### config.mk
export PLATFORM = sky130hd
export DESIGN_NAME = maint_cmd
export DESIGN_NICKNAME = d
export VERILOG_FILES = /design/src/design/cmd_pkg.sv /design/src/design/checksum_unit.sv /design/src/design/maint_cmd.sv
export SDC_FILE = /design/constraint.sdc
export NUM_CORES = 1
export LEC_CHECK = 0
export BUFFER_PORTS_ARGS = -buffer_cell sky130_fd_sc_hd__buf_2
export CORE_ASPECT_RATIO = 0.5
export CORE_MARGIN = 2
export CORE_UTILIZATION = 44
export DETAILED_ROUTE_END_ITERATION = 8
export PLACE_DENSITY = 0.77
export SKIP_CTS_REPAIR_TIMING = 1
export SYNTH_ARGS = -nofsm -noshare
export SYNTH_HDL_FRONTEND = slang
export SYNTH_SLANG_ARGS = --single-unit
### constraint.sdc
create_clock -name CLK_SYS -period 7.4 [get_ports CLK_SYS]
set_input_delay 1.11 -clock CLK_SYS [delete_from_list [all_inputs] [get_ports CLK_SYS]]
set_output_delay 1.11 -clock CLK_SYS [all_outputs]
set_load 0.02 [all_outputs]
### src/design/cmd_pkg.sv
// Purpose: shared constants for the maintenance command slice
// Assumes: 250 MHz system clock
// Notes: times kept in ms, cycle counts derived
package cmd_pkg;
  localparam logic [15:0] CMD_FACTORY_RESTORE = 16'h3632;
  localparam logic [15:0] CMD_REINIT = 16'h3646;
  localparam logic [7:0] checksum_generator_poly = 8'h31;
  localparam logic [7:0] checksum_preset_value = 8'hFF;
  localparam logic [7:0] CHECKSUM_FINAL_XOR = 8'h00;
  localparam int CLK_MHZ = 250;
  localparam int RESTORE_MS = 1200;
  localparam int REINIT_MS = 20;
  // cycle counts are exact; the longest still fits TIMER_W
  localparam longint RESTORE_CYCLES = longint'(RESTORE_MS) * 1000 * CLK_MHZ;
  localparam longint REINIT_CYCLES = longint'(REINIT_MS) * 1000 * CLK_MHZ;
  localparam int TIMER_W = 32;
endpackage

### src/design/checksum_unit.sv
// Purpose: 8-bit checksum over one 16-bit word
// Assumes: word given with high byte first on the link
// Notes: purely combinational
`timescale 1ns/1ps
module checksum_unit (
  // data word
  input wire logic [15:0] WORD,
  // checksum
  output logic [7:0] SUM
);
  function automatic logic [7:0] mix_byte(input logic [7:0] crc, input logic [7:0] data);
    logic [7:0] c;
    c = crc ^ data;
    for (int i = 0; i < 8; i++) begin
      if (c[7]) begin
        c = {c[6:0], 1'b0} ^ cmd_pkg::checksum_generator_poly;
      end else begin
        c = {c[6:0], 1'b0};
      end
    end
    return c;
  endfunction

  // only the two bytes of this word are covered
  always_comb begin
    SUM = mix_byte(mix_byte(cmd_pkg::checksum_preset_value, WORD[15:8]), WORD[7:0])
          ^ cmd_pkg::CHECKSUM_FINAL_XOR;
  end
endmodule

### src/design/maint_cmd.sv
// Purpose: factory restore and re-init command execution with word checksums
// Assumes: byte framing of the link done upstream; inputs synchronous to CLK_SYS
// Notes: nonvolatile store reached through clear/reload strobes
`timescale 1ns/1ps
module maint_cmd #(
  parameter longint RESTORE_CYCLES = cmd_pkg::RESTORE_CYCLES,
  parameter longint REINIT_CYCLES = cmd_pkg::REINIT_CYCLES
) (
  // clock and reset
  input wire logic CLK_SYS,
  input wire logic RST,
  // command word from the link
  input wire logic CMD_VALID,
  input wire logic [15:0] CMD_WORD,
  // written data word with checksum
  input wire logic WDATA_VALID,
  input wire logic [15:0] WDATA_WORD,
  input wire logic [7:0] WDATA_SUM,
  // read data word to send
  input wire logic RDATA_VALID,
  input wire logic [15:0] RDATA_WORD,
  output logic RDATA_OUT_VALID,
  output logic [15:0] RDATA_OUT_WORD,
  output logic [7:0] RDATA_OUT_SUM,
  // measurement state
  input wire logic MEAS_RUNNING,
  // nonvolatile store control
  output logic NV_CLEAR,
  output logic CAL_ERASE,
  output logic NV_RELOAD,
  // status
  output logic BUSY,
  output logic CMD_DONE,
  output logic WDATA_ERROR,
  output logic CMD_REJECTED
);
  typedef enum {IDLE, RESTORE, REINIT} state_type;

  state_type state;
  state_type next_state;
  logic [cmd_pkg::TIMER_W-1:0] timer;
  logic [cmd_pkg::TIMER_W-1:0] next_timer;
  logic [7:0] wsum;
  logic [7:0] rsum;
  logic wdata_bad;
  logic cmd_take;
  logic start_restore;
  logic start_reinit;
  logic refuse;
  logic timer_zero;

  ////////////////////////////////////////////////////////////////////////////
  // command code decode
  function automatic logic is_restore(input logic [15:0] code);
    return code == cmd_pkg::CMD_FACTORY_RESTORE;
  endfunction

  function automatic logic is_reinit(input logic [15:0] code);
    return code == cmd_pkg::CMD_REINIT;
  endfunction

  // the timer counts down to zero; the zero cycle is the last busy one
  function automatic logic [cmd_pkg::TIMER_W-1:0] load_count(input longint cycles);
    longint last;
    last = cycles - longint'(1);
    return last[cmd_pkg::TIMER_W-1:0];
  endfunction

  ////////////////////////////////////////////////////////////////////////////
  checksum_unit write_check (
    .WORD(WDATA_WORD),
    .SUM(wsum)
  );

  checksum_unit read_gen (
    .WORD(RDATA_WORD),
    .SUM(rsum)
  );

  assign wdata_bad = WDATA_VALID && (WDATA_SUM != wsum);

  ////////////////////////////////////////////////////////////////////////////
  // command acceptance; command words are decoded without a checksum byte
  assign cmd_take = CMD_VALID && (state == IDLE);
  assign start_restore = cmd_take && !wdata_bad && is_restore(CMD_WORD);
  assign start_reinit = cmd_take && !wdata_bad && is_reinit(CMD_WORD) && !MEAS_RUNNING;
  // bad data in the same cycle, or re-init while measuring, refuses the command
  assign refuse = cmd_take && (wdata_bad || (is_reinit(CMD_WORD) && MEAS_RUNNING));
  assign timer_zero = (timer == '0);

  ////////////////////////////////////////////////////////////////////////////
  // next state and timer
  always_comb begin
    next_state = state;
    next_timer = timer;
    case (state)
      IDLE: begin
        if (start_restore) begin
          next_state = RESTORE;
          next_timer = load_count(RESTORE_CYCLES);
        end else if (start_reinit) begin
          next_state = REINIT;
          next_timer = load_count(REINIT_CYCLES);
        end
      end
      RESTORE, REINIT: begin
        // further commands ignored until the duration ends
        if (timer_zero) begin
          next_state = IDLE;
        end else begin
          next_timer = timer - 1'b1;
        end
      end
      default: begin
        next_state = IDLE;
      end
    endcase
  end

  always_ff @(posedge CLK_SYS) begin
    if (RST) begin
      state <= IDLE;
    end else begin
      state <= next_state;
    end
  end

  always_ff @(posedge CLK_SYS) begin
    if (RST) begin
      timer <= '0;
    end else begin
      timer <= next_timer;
    end
  end

  assign BUSY = (state != IDLE);

  ////////////////////////////////////////////////////////////////////////////
  // nonvolatile store strobes, one cycle each
  always_ff @(posedge CLK_SYS) begin
    if (RST) begin
      NV_CLEAR <= 1'b0;
      CAL_ERASE <= 1'b0;
      NV_RELOAD <= 1'b0;
    end else begin
      NV_CLEAR <= start_restore;
      CAL_ERASE <= start_restore;
      NV_RELOAD <= start_reinit;
    end
  end

  ////////////////////////////////////////////////////////////////////////////
  // completion pulse in the first idle cycle after the busy state
  always_ff @(posedge CLK_SYS) begin
    if (RST) begin
      CMD_DONE <= 1'b0;
    end else begin
      CMD_DONE <= (state != IDLE) && timer_zero;
    end
  end

  // refusal pulse; commands dropped while busy raise nothing
  always_ff @(posedge CLK_SYS) begin
    if (RST) begin
      CMD_REJECTED <= 1'b0;
    end else begin
      CMD_REJECTED <= refuse;
    end
  end

  ////////////////////////////////////////////////////////////////////////////
  // write data error flag, one cycle
  always_ff @(posedge CLK_SYS) begin
    if (RST) begin
      WDATA_ERROR <= 1'b0;
    end else begin
      WDATA_ERROR <= wdata_bad;
    end
  end

  ////////////////////////////////////////////////////////////////////////////
  // read data word leaves with its checksum appended
  always_ff @(posedge CLK_SYS) begin
    if (RST) begin
      RDATA_OUT_VALID <= 1'b0;
    end else begin
      RDATA_OUT_VALID <= RDATA_VALID;
    end
  end

  // word and checksum hold until the next word is handed over
  always_ff @(posedge CLK_SYS) begin
    if (RST) begin
      RDATA_OUT_WORD <= 16'h0000;
      RDATA_OUT_SUM <= 8'h00;
    end else begin
      if (RDATA_VALID) begin
        RDATA_OUT_WORD <= RDATA_WORD;
        RDATA_OUT_SUM <= rsum;
      end
    end
  end
endmodule

### After elaboration in Yosys (flattened, before gate mapping)

Index checks and enable logic that the tools add are counted.

| storage, ports and cells | value |
|---|---|
| register bits | 94 |
| bits of input ports | 62 |
| output and inout bits | 32 |
| word-level logic and storage cells | 115 |

| operators by class | value |
|---|---|
| add/subtract/negate cells | 1 |
| eq/ne operators | 8 |
| multiplexer cells | 40 |
| bitwise logic cells | 36 |
| reduce and logical (&&, ||, !) cells | 20 |

Operator list:

| cell | count |
|---|---|
| 32-bit two-way mux | 6 |
| 6-bit two-way mux | 32 |
| 32-bit one-hot mux with 2 select lines | 2 |
| 32-bit zero test | 3 |
| 3-bit inverter | 32 |
| 16-bit by 14-bit == test with 1-bit output, second input constant | 2 |
| 32-bit by 1-bit == test with 1-bit output, second input constant | 1 |
| 32-bit by 2-bit == test with 1-bit output, second input constant | 1 |
| 32-bit nonzero test | 1 |
| 32-bit by 1-bit subtractor with 32-bit output, second input constant | 1 |
| 8-bit inverter | 2 |
| 8-bit XOR | 2 |
| 1-bit logical AND | 9 |
| 8-bit inequality test | 1 |
| 2-bit inequality test, second input constant | 2 |
| 3-bit inequality test, second input constant | 1 |
| 3-bit AND reduction | 1 |
| 1-bit zero test | 2 |
| 2-bit AND reduction | 1 |
| 2-bit nonzero test | 1 |
| 2-bit OR reduction | 1 |
| 1-bit logical OR | 1 |

### Depth between registers and ports, before layout

Gate-level depths: netlist of the first run.

| logic depth | value |
|---|---|
| word-level depth | 43 |
| gate-level depth with buffers | 12 |

### By module

Synthesis of the first run repeated with hierarchy kept, for this count alone.

| unflattened totals | value |
|---|---|
| cell total of the unflattened synthesis | 448 |
| area total of the unflattened synthesis | 3995.1 sq um |

Modules (own cells, without submodules):

| module | times used | cells each | area each (sq um) |
|---|---|---|---|
| maint_cmd | 1 | 380 | 3199.3 |
| checksum_unit | 2 | 34 | 397.9 |

### Worst setup path after synthesis of the first run

No wires, ideal clock.

| timing | value |
|---|---|
| path kind | in2reg |
| from | in WDATA_WORD[12] |
| to | reg timer[5] (netlist name) |
| data arrival time | 3.566 ns |
| setup slack | 3.718 ns |
| stages on the path | 10 |
| buffers on the path | 1 |
| cell sequence | xnor2_1 > xnor3_1 > xnor2_1 > mux2i_1 > o221ai_2 > o41ai_4 > buf_4 > nand4_1 > or3_1 > o211a_1 |

| between the ends | value |
|---|---|
| longest elaborated chain between the ends | 26 |

Ends and longest elaborated chain:

| element | line | source |
|---|---|---|
| start, declared | maint_cmd.sv:17 | `input wire logic [15:0] WDATA_WORD,` |
| 8-bit inverter (no source line) * | - |  |
| 3-bit inverter (no source line) | - |  |
| 6-bit two-way mux * (2 in series) | checksum_unit.sv:15 | `if (c[7]) begin` |
| 6-bit two-way mux (3 in series) | checksum_unit.sv:15 |  |
| 3-bit inverter (no source line) | - |  |
| 6-bit two-way mux | checksum_unit.sv:15 |  |
| 8-bit XOR * | checksum_unit.sv:13 | `c = crc ^ data;` |
| 3-bit inverter (no source line) | - |  |
| [... 6 more ...] | - |  |
| 6-bit two-way mux | checksum_unit.sv:15 |  |
| 8-bit inequality test * | maint_cmd.sv:80 | `assign wdata_bad = WDATA_VALID && (WDATA_SUM != wsum);` |
| 1-bit logical AND * | maint_cmd.sv:80 |  |
| 1-bit zero test * | maint_cmd.sv:85, maint_cmd.sv:86 |  |
| 1-bit logical AND * | maint_cmd.sv:85, maint_cmd.sv:86 |  |
| 1-bit logical AND (2 in series) | maint_cmd.sv:86 | `assign start_reinit = cmd_take && !wdata_bad && is_reinit(CMD_WORD) && !MEAS_RUNNING;` |
| 3-bit inequality test (no source line) | - |  |
| 3-bit AND reduction (no source line) | - |  |
| end signal, assigned | maint_cmd.sv:132 | `timer <= next_timer;` |
| end, declared | maint_cmd.sv:41 | `logic [cmd_pkg::TIMER_W-1:0] timer;` |

Mark *: on every way between the ends. The rest lies on a longest branch, timed or not.
A chain may end at the register's enable or synchronous reset.

### Final worst setup path of the first run

| timing | value |
|---|---|
| from | in WDATA_WORD[12] |
| to | reg timer[12] (netlist name) |

Same word-level chain as after synthesis.

==> impl_metrics.toml, run 1 <==
[timing]
fin_crit_sh_pct = 58.90
clock_skew_ns = 0.003112
fmax_mhz = 229.4
setup_tns_ns = 0
finalSetupViolations = 0
rsz0062_at_grt = "false"
max-slew-margin-rel_pct = 36.06
fin_ws_ns = 3.042
report.final.slew_viol_count = 0
hold_viol_final = 0
layout_min_cycle_time_ns = 4.358
tightest_slew_ns = 0.9462

[layout]
multi_input_area_mm2 = 0.002362
areaGrowthSynthToFinish_pct = 22.64
fillers = 762
nets = 570
num_antenna_cells = 0
drive_gt1_share_pct = 23.68
final-seq-area_mm2 = 0.001281

[floorplan]
core-area_mm2 = 0.008144
rows = 23
dieArea_mm2 = 0.009340
die_w_um = 134.7
io_pins = 94
die_h_um = 69.35
start_util_pct = 46.14

[placement]
hpwl_um = 6418
pre_cts_slack_ns = 2.721
place_congestion = 0.8717
port_buffers = 93

[global_routing]
grt_pass1_vias = 3322
track_usage_pct = 19.42
grt_max_degree = 41
grt_pass1_wl_um = 14760
grt-ovfl-total = 0
antenna_found_initial = 0

[synth]
yosys.area.top_type_share_pct = 34.10
synth.distinct_cells = 59
async_reset_ff_share_pct = 0
ys_seq_elements = 64
ys_top_cells_by_area = "dfxtp_1 34%, xnor2_1 9.6%, mux2i_1 5.9%"
synth_ff_type = "dfxtp_1"
synth_top_area_cell = "dfxtp_1"
yosysWarnings = 0
syn_area_per_cell_um2 = 8.989
netlist_area_mm2 = 0.003757
syn-instance-count = 418
syn_nets = 482
synth-edff-count = 0
yosysSeqAreaShare_pct = 34.10

[clocking]
root_buffer = "clkbuf_16"
cts_made_buffers = 9
clkTransAtPathRegs_ns = 0.05
clockBufferDepth = 2
cts_tree = "done"
htree_levels = 3
cts_sinks = 64
insertion_delay_ns = 0.33

[critical_path]
critPathMaxFanout = 22
crit_required_ns = 7.66
arrival_ns = 4.62
crit_type = "in -> reg"
startpoint_type = "primary input"
end_kind = "register"

[routing]
drt-vias-per-instance = 5.421
routed_wl_um = 8846
dr.pass1.iters = 5
drt_iter0_drc = 161
vias = 3377
drc = 0
drt-wirelength-per-cell_um = 14.20
ant_nets = 0

[pwr]
power_density_mw_per_mm2 = 229.3
ir_drop_mv = 0.1487
p_leak_nw = 2.130

[outcome]
status = "finished, final reports clean"

[hold_path]
hold_class = "reg -> reg"

[run]
maxCapViolations = 0
registers in the layout, summed over array words and instances (netlist names):
| name | flops |
|---|---|
| CAL_ERASE | 1 |
| CMD_DONE | 1 |
| CMD_REJECTED | 1 |
| NV_RELOAD | 1 |
| RDATA_OUT_SUM | 8 |
| RDATA_OUT_VALID | 1 |
| RDATA_OUT_WORD | 16 |
| WDATA_ERROR | 1 |
| state | 2 |
| timer | 32 |
power by group:
| part | internal, mW | switching, mW |
|---|---|---|
| Combinational | 0.112 | 0.122 |
| Sequential | 0.361 | 0.00727 |
| Clock | 0.302 | 0.153 |
| Total | 0.775 | 0.282 |
cell families after synthesis:
logic type / count (synthesis) / synth area share, %
XOR/XNOR: 72 / 20.78
multiplexers: 22 / 5.861
flip-flops: 64 / 34.10
adder cells (fa/ha/maj): 2 / 0.6659
AO/OA/AOI/OAI: 89 / 17.12
AND/OR/NAND/NOR: 143 / 18.45
buffers and inverters: 26 / 3.030
metrics by stage:
stage                     total power [mW]  util (%)  area (um^2)  hold slack (ns)  instances
after floorplan                     0.5489         -         3757           0.4386        418
after global placement              0.6059     52.63         4287           0.4563        607
after detailed placement            0.6106     52.63         4287           0.4669        607
after CTS                            1.066     56.58         4608           0.4764        623
after global routing                 1.102     56.58         4608           0.4982        623
final                                1.057     56.58         4608           0.4783        623
synthesized netlist by cell type, types with 3 or more instances:
cell type  count
nand2_1       21
nor4bb_1       3
a32o_1         5
dfxtp_1       64
xnor3_1        6
xnor2_1       41
nor3_1        16
o31ai_1        9
nand4_1        4
clkbuf_1       9
xor2_1        19
or4_1          4
o2bb2a_1       4
o21ai_0       13
xor3_1         3
xnor2_2        3
buf_1          3
or2_2          3
mux2i_1       22
and3_1         3
inv_1         10
a31oi_1        5
nand3_1       16
or3_1          6
a211oi_1       5
a21oi_1       25
nor2_1        53
worst paths after layout:
check | from | to | slack, ns | depth (start not counted)
worst min register to register | state[0]$_SDFFE_PP0P_ | state[0]$_SDFFE_PP0P_ | 0.48 | 2
worst min-delay path | state[0]$_SDFFE_PP0P_ | state[0]$_SDFFE_PP0P_ | 0.48 | 2
worst max-delay path | WDATA_WORD[12] | timer[12]$_SDFFE_PP0P_ | 3.04 | 10
worst max register to register | timer[23]$_SDFFE_PP0P_ | timer[19]$_SDFFE_PP0P_ | 4.04 | 9
metal layers:
metal	wire (um)	track usage, %
met5	0	0
met4	63	6.316
met3	675	6.213
met2	4105	33.28
met1	4001	23.13
worst max-delay path: stages:
cell	delay [ns]
buf_2	0.12
xnor2_1	0.40
xnor3_1	0.45
xnor2_1	0.21
mux2i_1	0.23
o221ai_2	0.16
o41ai_4	0.73
nand2_2	0.44
or4_1	0.60
a21oi_1	0.14
area by class of cell:
cell class	count	share of cell area, %
multi-input combinational	328	51.26
tap	112	3.041
clock buffer	10	5.186
clock inverter	6	1.792
inverter	10	0.8146
sequential	64	27.80
timing repair buffer	93	10.10
cell usage in the layout (no fill, tap or decap), types with 4 or more instances in the layout:
cell       instances
xnor2_1           41
nor3_1            16
or4_1              4
o31ai_1            9
xor2_1            19
nor2_1            53
dfxtp_1           64
nand3_1           16
mux2i_1           22
a211oi_1           5
buf_2             93
xnor3_1            6
nand2_1           21
a32o_1             5
clkbuf_16          9
nand4_1            4
o2bb2a_1           4
a21oi_1           25
o21ai_0           13
a31oi_1            5
inv_1             10
or3_1              6
Note: power is estimated with default switching activity, not from simulation.
==> run 2, diff against run 1 <==
Settings changed: ABC_AREA set to 1, PLACE_DENSITY 0.77 to 0.76.
Clock period 7.4 ns to 4.2 ns, I/O delays scaled along.
==> impl_metrics.toml, run 2 <==
[routing]
drt_iter0_drc = 272
vias = 4721
ant_nets = 0
drt-wirelength-per-cell_um = 11.64
drt-vias-per-instance = 4.975
drc = 0
dr.pass1.iters = 5
routed_wl_um = 11050

[critical_path]
startpoint_type = "primary input"
crit_type = "in -> reg"
startpoint = "WDATA_WORD[15]"
critPathMaxFanout = 42
crit_buf_inv = 4
ff2ff_setup_slack_ns = 1.36
r2r_start = "timer[8]$_SDFFE_PP0P_"
endpoint = "timer[1]$_SDFFE_PP0P_"
crit_required_ns = 4.43
rr_worst_depth = 15
cpPeakStageDelay_ns = 0.45
cpMostUsedCell = "nand2_1"
end_kind = "register"
cpMaxStageDelayCell = "nand2_4"
crit_family = "simple AND/OR/NAND/NOR gates"
crit_chain = "buf_2 > inv_2 > nand2_1 > nand2_1 > nand2_1 > nand2_2 > nand2_1 > nand2_1 > nand2_1 > nand2_1 > inv_1 > nand3_1 > nand2_1 > o21ai_1 > nor2_2 > nand3_2 > nand2_2 > nand3_2 > nand3_4 > nand2_4 > inv_1 > nor2_1 > nor2_1"
crit_cells = 23
arrival_ns = 3.24
r2r_end = "timer[1]$_SDFFE_PP0P_"

[floorplan]
io_pins = 94
rows = 25
start_util_pct = 46.23
dieArea_mm2 = 0.01099
core-area_mm2 = 0.009634
die_h_um = 75.15
die_w_um = 146.3

[layout]
largestRegisters = "timer: 32 flops, RDATA_OUT_WORD: 16 flops, RDATA_OUT_SUM: 8 flops"
mostFrequentLayoutCells = "192 x nand2_1, 115 x nor2_1, 93 x buf_2"
drive_gt1_share_pct = 16.34
regMostFlops = "timer"
areaGrowthSynthToFinish_pct = 19.33
largest_reg_flops = 32
num_antenna_cells = 0
nets = 874
final_common_cell = "nand2_1"

[synth]
syn_area_per_cell_um2 = 6.110
netlist_area_mm2 = 0.004454
yosysWarnings = 0
synth_common_cells = "192 x nand2_1, 115 x nor2_1, 74 x nand3_1"
yosys.area.top_type_share_pct = 28.76
yosysSeqAreaShare_pct = 28.76
synthSimpleGateAreaFrac_pct = 41.85
synth.distinct_cells = 37
ys_seq_elements = 64
ys_top_cells_by_area = "dfxtp_1 29%, nand2_1 16%, nor2_1 9.7%"
synth_xor_area_share_pct = 10.03
synth_top_family_by_area = "simple AND/OR/NAND/NOR gates"
synth-edff-count = 0
synth_adder_area_share_pct = 0.5618
synth_compound_area_share_pct = 9.410
synth_most_common_cell = "nand2_1"
async_reset_ff_share_pct = 0
synth_top_area_cell = "dfxtp_1"
syn_nets = 793
synth_ff_type = "dfxtp_1"
syn-instance-count = 729
synthMuxAreaShare_pct = 0

[timing]
max-slew-margin-rel_pct = 25.25
finalSetupViolations = 0
fin_crit_sh_pct = 71.81
fin_ws_ns = 1.184
layout_min_cycle_time_ns = 3.016
rsz0062_at_grt = "false"
report.final.slew_viol_count = 0
setup_tns_ns = 0
clock_skew_ns = 0.004191
tightest_slew_ns = 1.120
fmax_mhz = 331.5
hold_viol_final = 0

[hold_path]
hold_class = "reg -> reg"
min-delay-start = "state[0]$_SDFFE_PP0P_"

[global_routing]
grt_max_degree = 43
grt_pass1_wl_um = 19110
antenna_found_initial = 0
track_usage_pct = 21.08
grt-ovfl-total = 0
grt_pass1_vias = 4334

[pwr]
p_leak_nw = 2.802
power_density_mw_per_mm2 = 481.8
ir_drop_mv = 0.2162

[clocking]
insertion_delay_ns = 0.33
cts_tree = "done"
cts_sinks = 64
cts_made_buffers = 9
clockBufferDepth = 2
clkTransAtPathRegs_ns = 0.05
htree_levels = 3
root_buffer = "clkbuf_16"

[outcome]
status = "finished, final reports clean"

[placement]
place_congestion = 0.8275
hpwl_um = 8164
port_buffers = 93
pre_cts_slack_ns = 0.8189

[run]
maxCapViolations = 0
-- run 2: worst min-delay path by stage --
| stage | end | cells past startpoint |
|---|---|---|
| 4_1_cts | state[1]$_SDFFE_PP0P_ | 2 |
| 3_3_place_gp | state[1]$_SDFFE_PP0P_ | 2 |
| 5_1_grt | state[1]$_SDFFE_PP0P_ | 2 |
| 3_5_place_dp | state[1]$_SDFFE_PP0P_ | 2 |
| 6_report | state[0]$_SDFFE_PP0P_ | 2 |
| 2_1_floorplan | state[1]$_SDFFE_PP0P_ | 2 |
-- run 2: kinds of logic after synthesis --
group           Yosys count
fa+ha+maj                 2
xor+xnor                 51
buf+inv                 103
flops                    64
compound gates           79
simple gates            430
-- run 2: final cells by class --
type,instances,area [um^2]
multi-input combinational,562,2755
fill,990,4319
timing repair buffer,94,473.0
tap,135,168.9
inverter,79,296.5
clock inverter,2,60.06
clock buffer,13,280.3
sequential,64,1281
-- run 2: power by group --
| part | leakage [nW] | internal (mW) | switching [mW] |
|---|---|---|---|
| Clock | 0.168 | 0.581 | 0.263 |
| Combinational | 2.11 | 0.358 | 0.657 |
| Sequential | 0.524 | 0.665 | 0.0373 |
-- run 2: worst register-to-register path, stage by stage, from the launching register on --
cell and delay [ns]:
dfxtp_1 0.31, nor2_1 0.27, nand2_1 0.12, nor2_1 0.14
nand4_1 0.12, nor2_1 0.21, nand4_1 0.14, nor2_1 0.15
nand3_1 0.14, nand2_1 0.16, o21ai_1 0.08, buf_4 0.24
nand2_4 0.37, inv_1 0.12, nor2_1 0.10, nor2_1 0.05
-- run 2: per-stage QoR --
step	instance area (um^2)	instances	total power [mW]	util, %	hold slack (ns)
after CTS	5315	949	2.569	55.17	0.4676
final	5315	949	2.561	55.17	0.4656
after detailed placement	4975	934	1.717	51.64	0.4603
after floorplan	4454	729	1.492	-	0.4344
after global placement	4975	934	1.698	51.64	0.4458
after global routing	5315	949	2.739	55.17	0.4844
-- run 2: routing by layer --
layer | track usage (%) | up-vias | share of wire, % | wire length (um)
li1 | - | 2487 | - | -
met1 | 25.69 | 2109 | 47 | 5181
met2 | 37.21 | 109 | 47 | 5187
met3 | 5.152 | 16 | 4.7 | 521
met4 | 8.091 | 0 | 1.4 | 157
met5 | 0 | - | 0 | 0
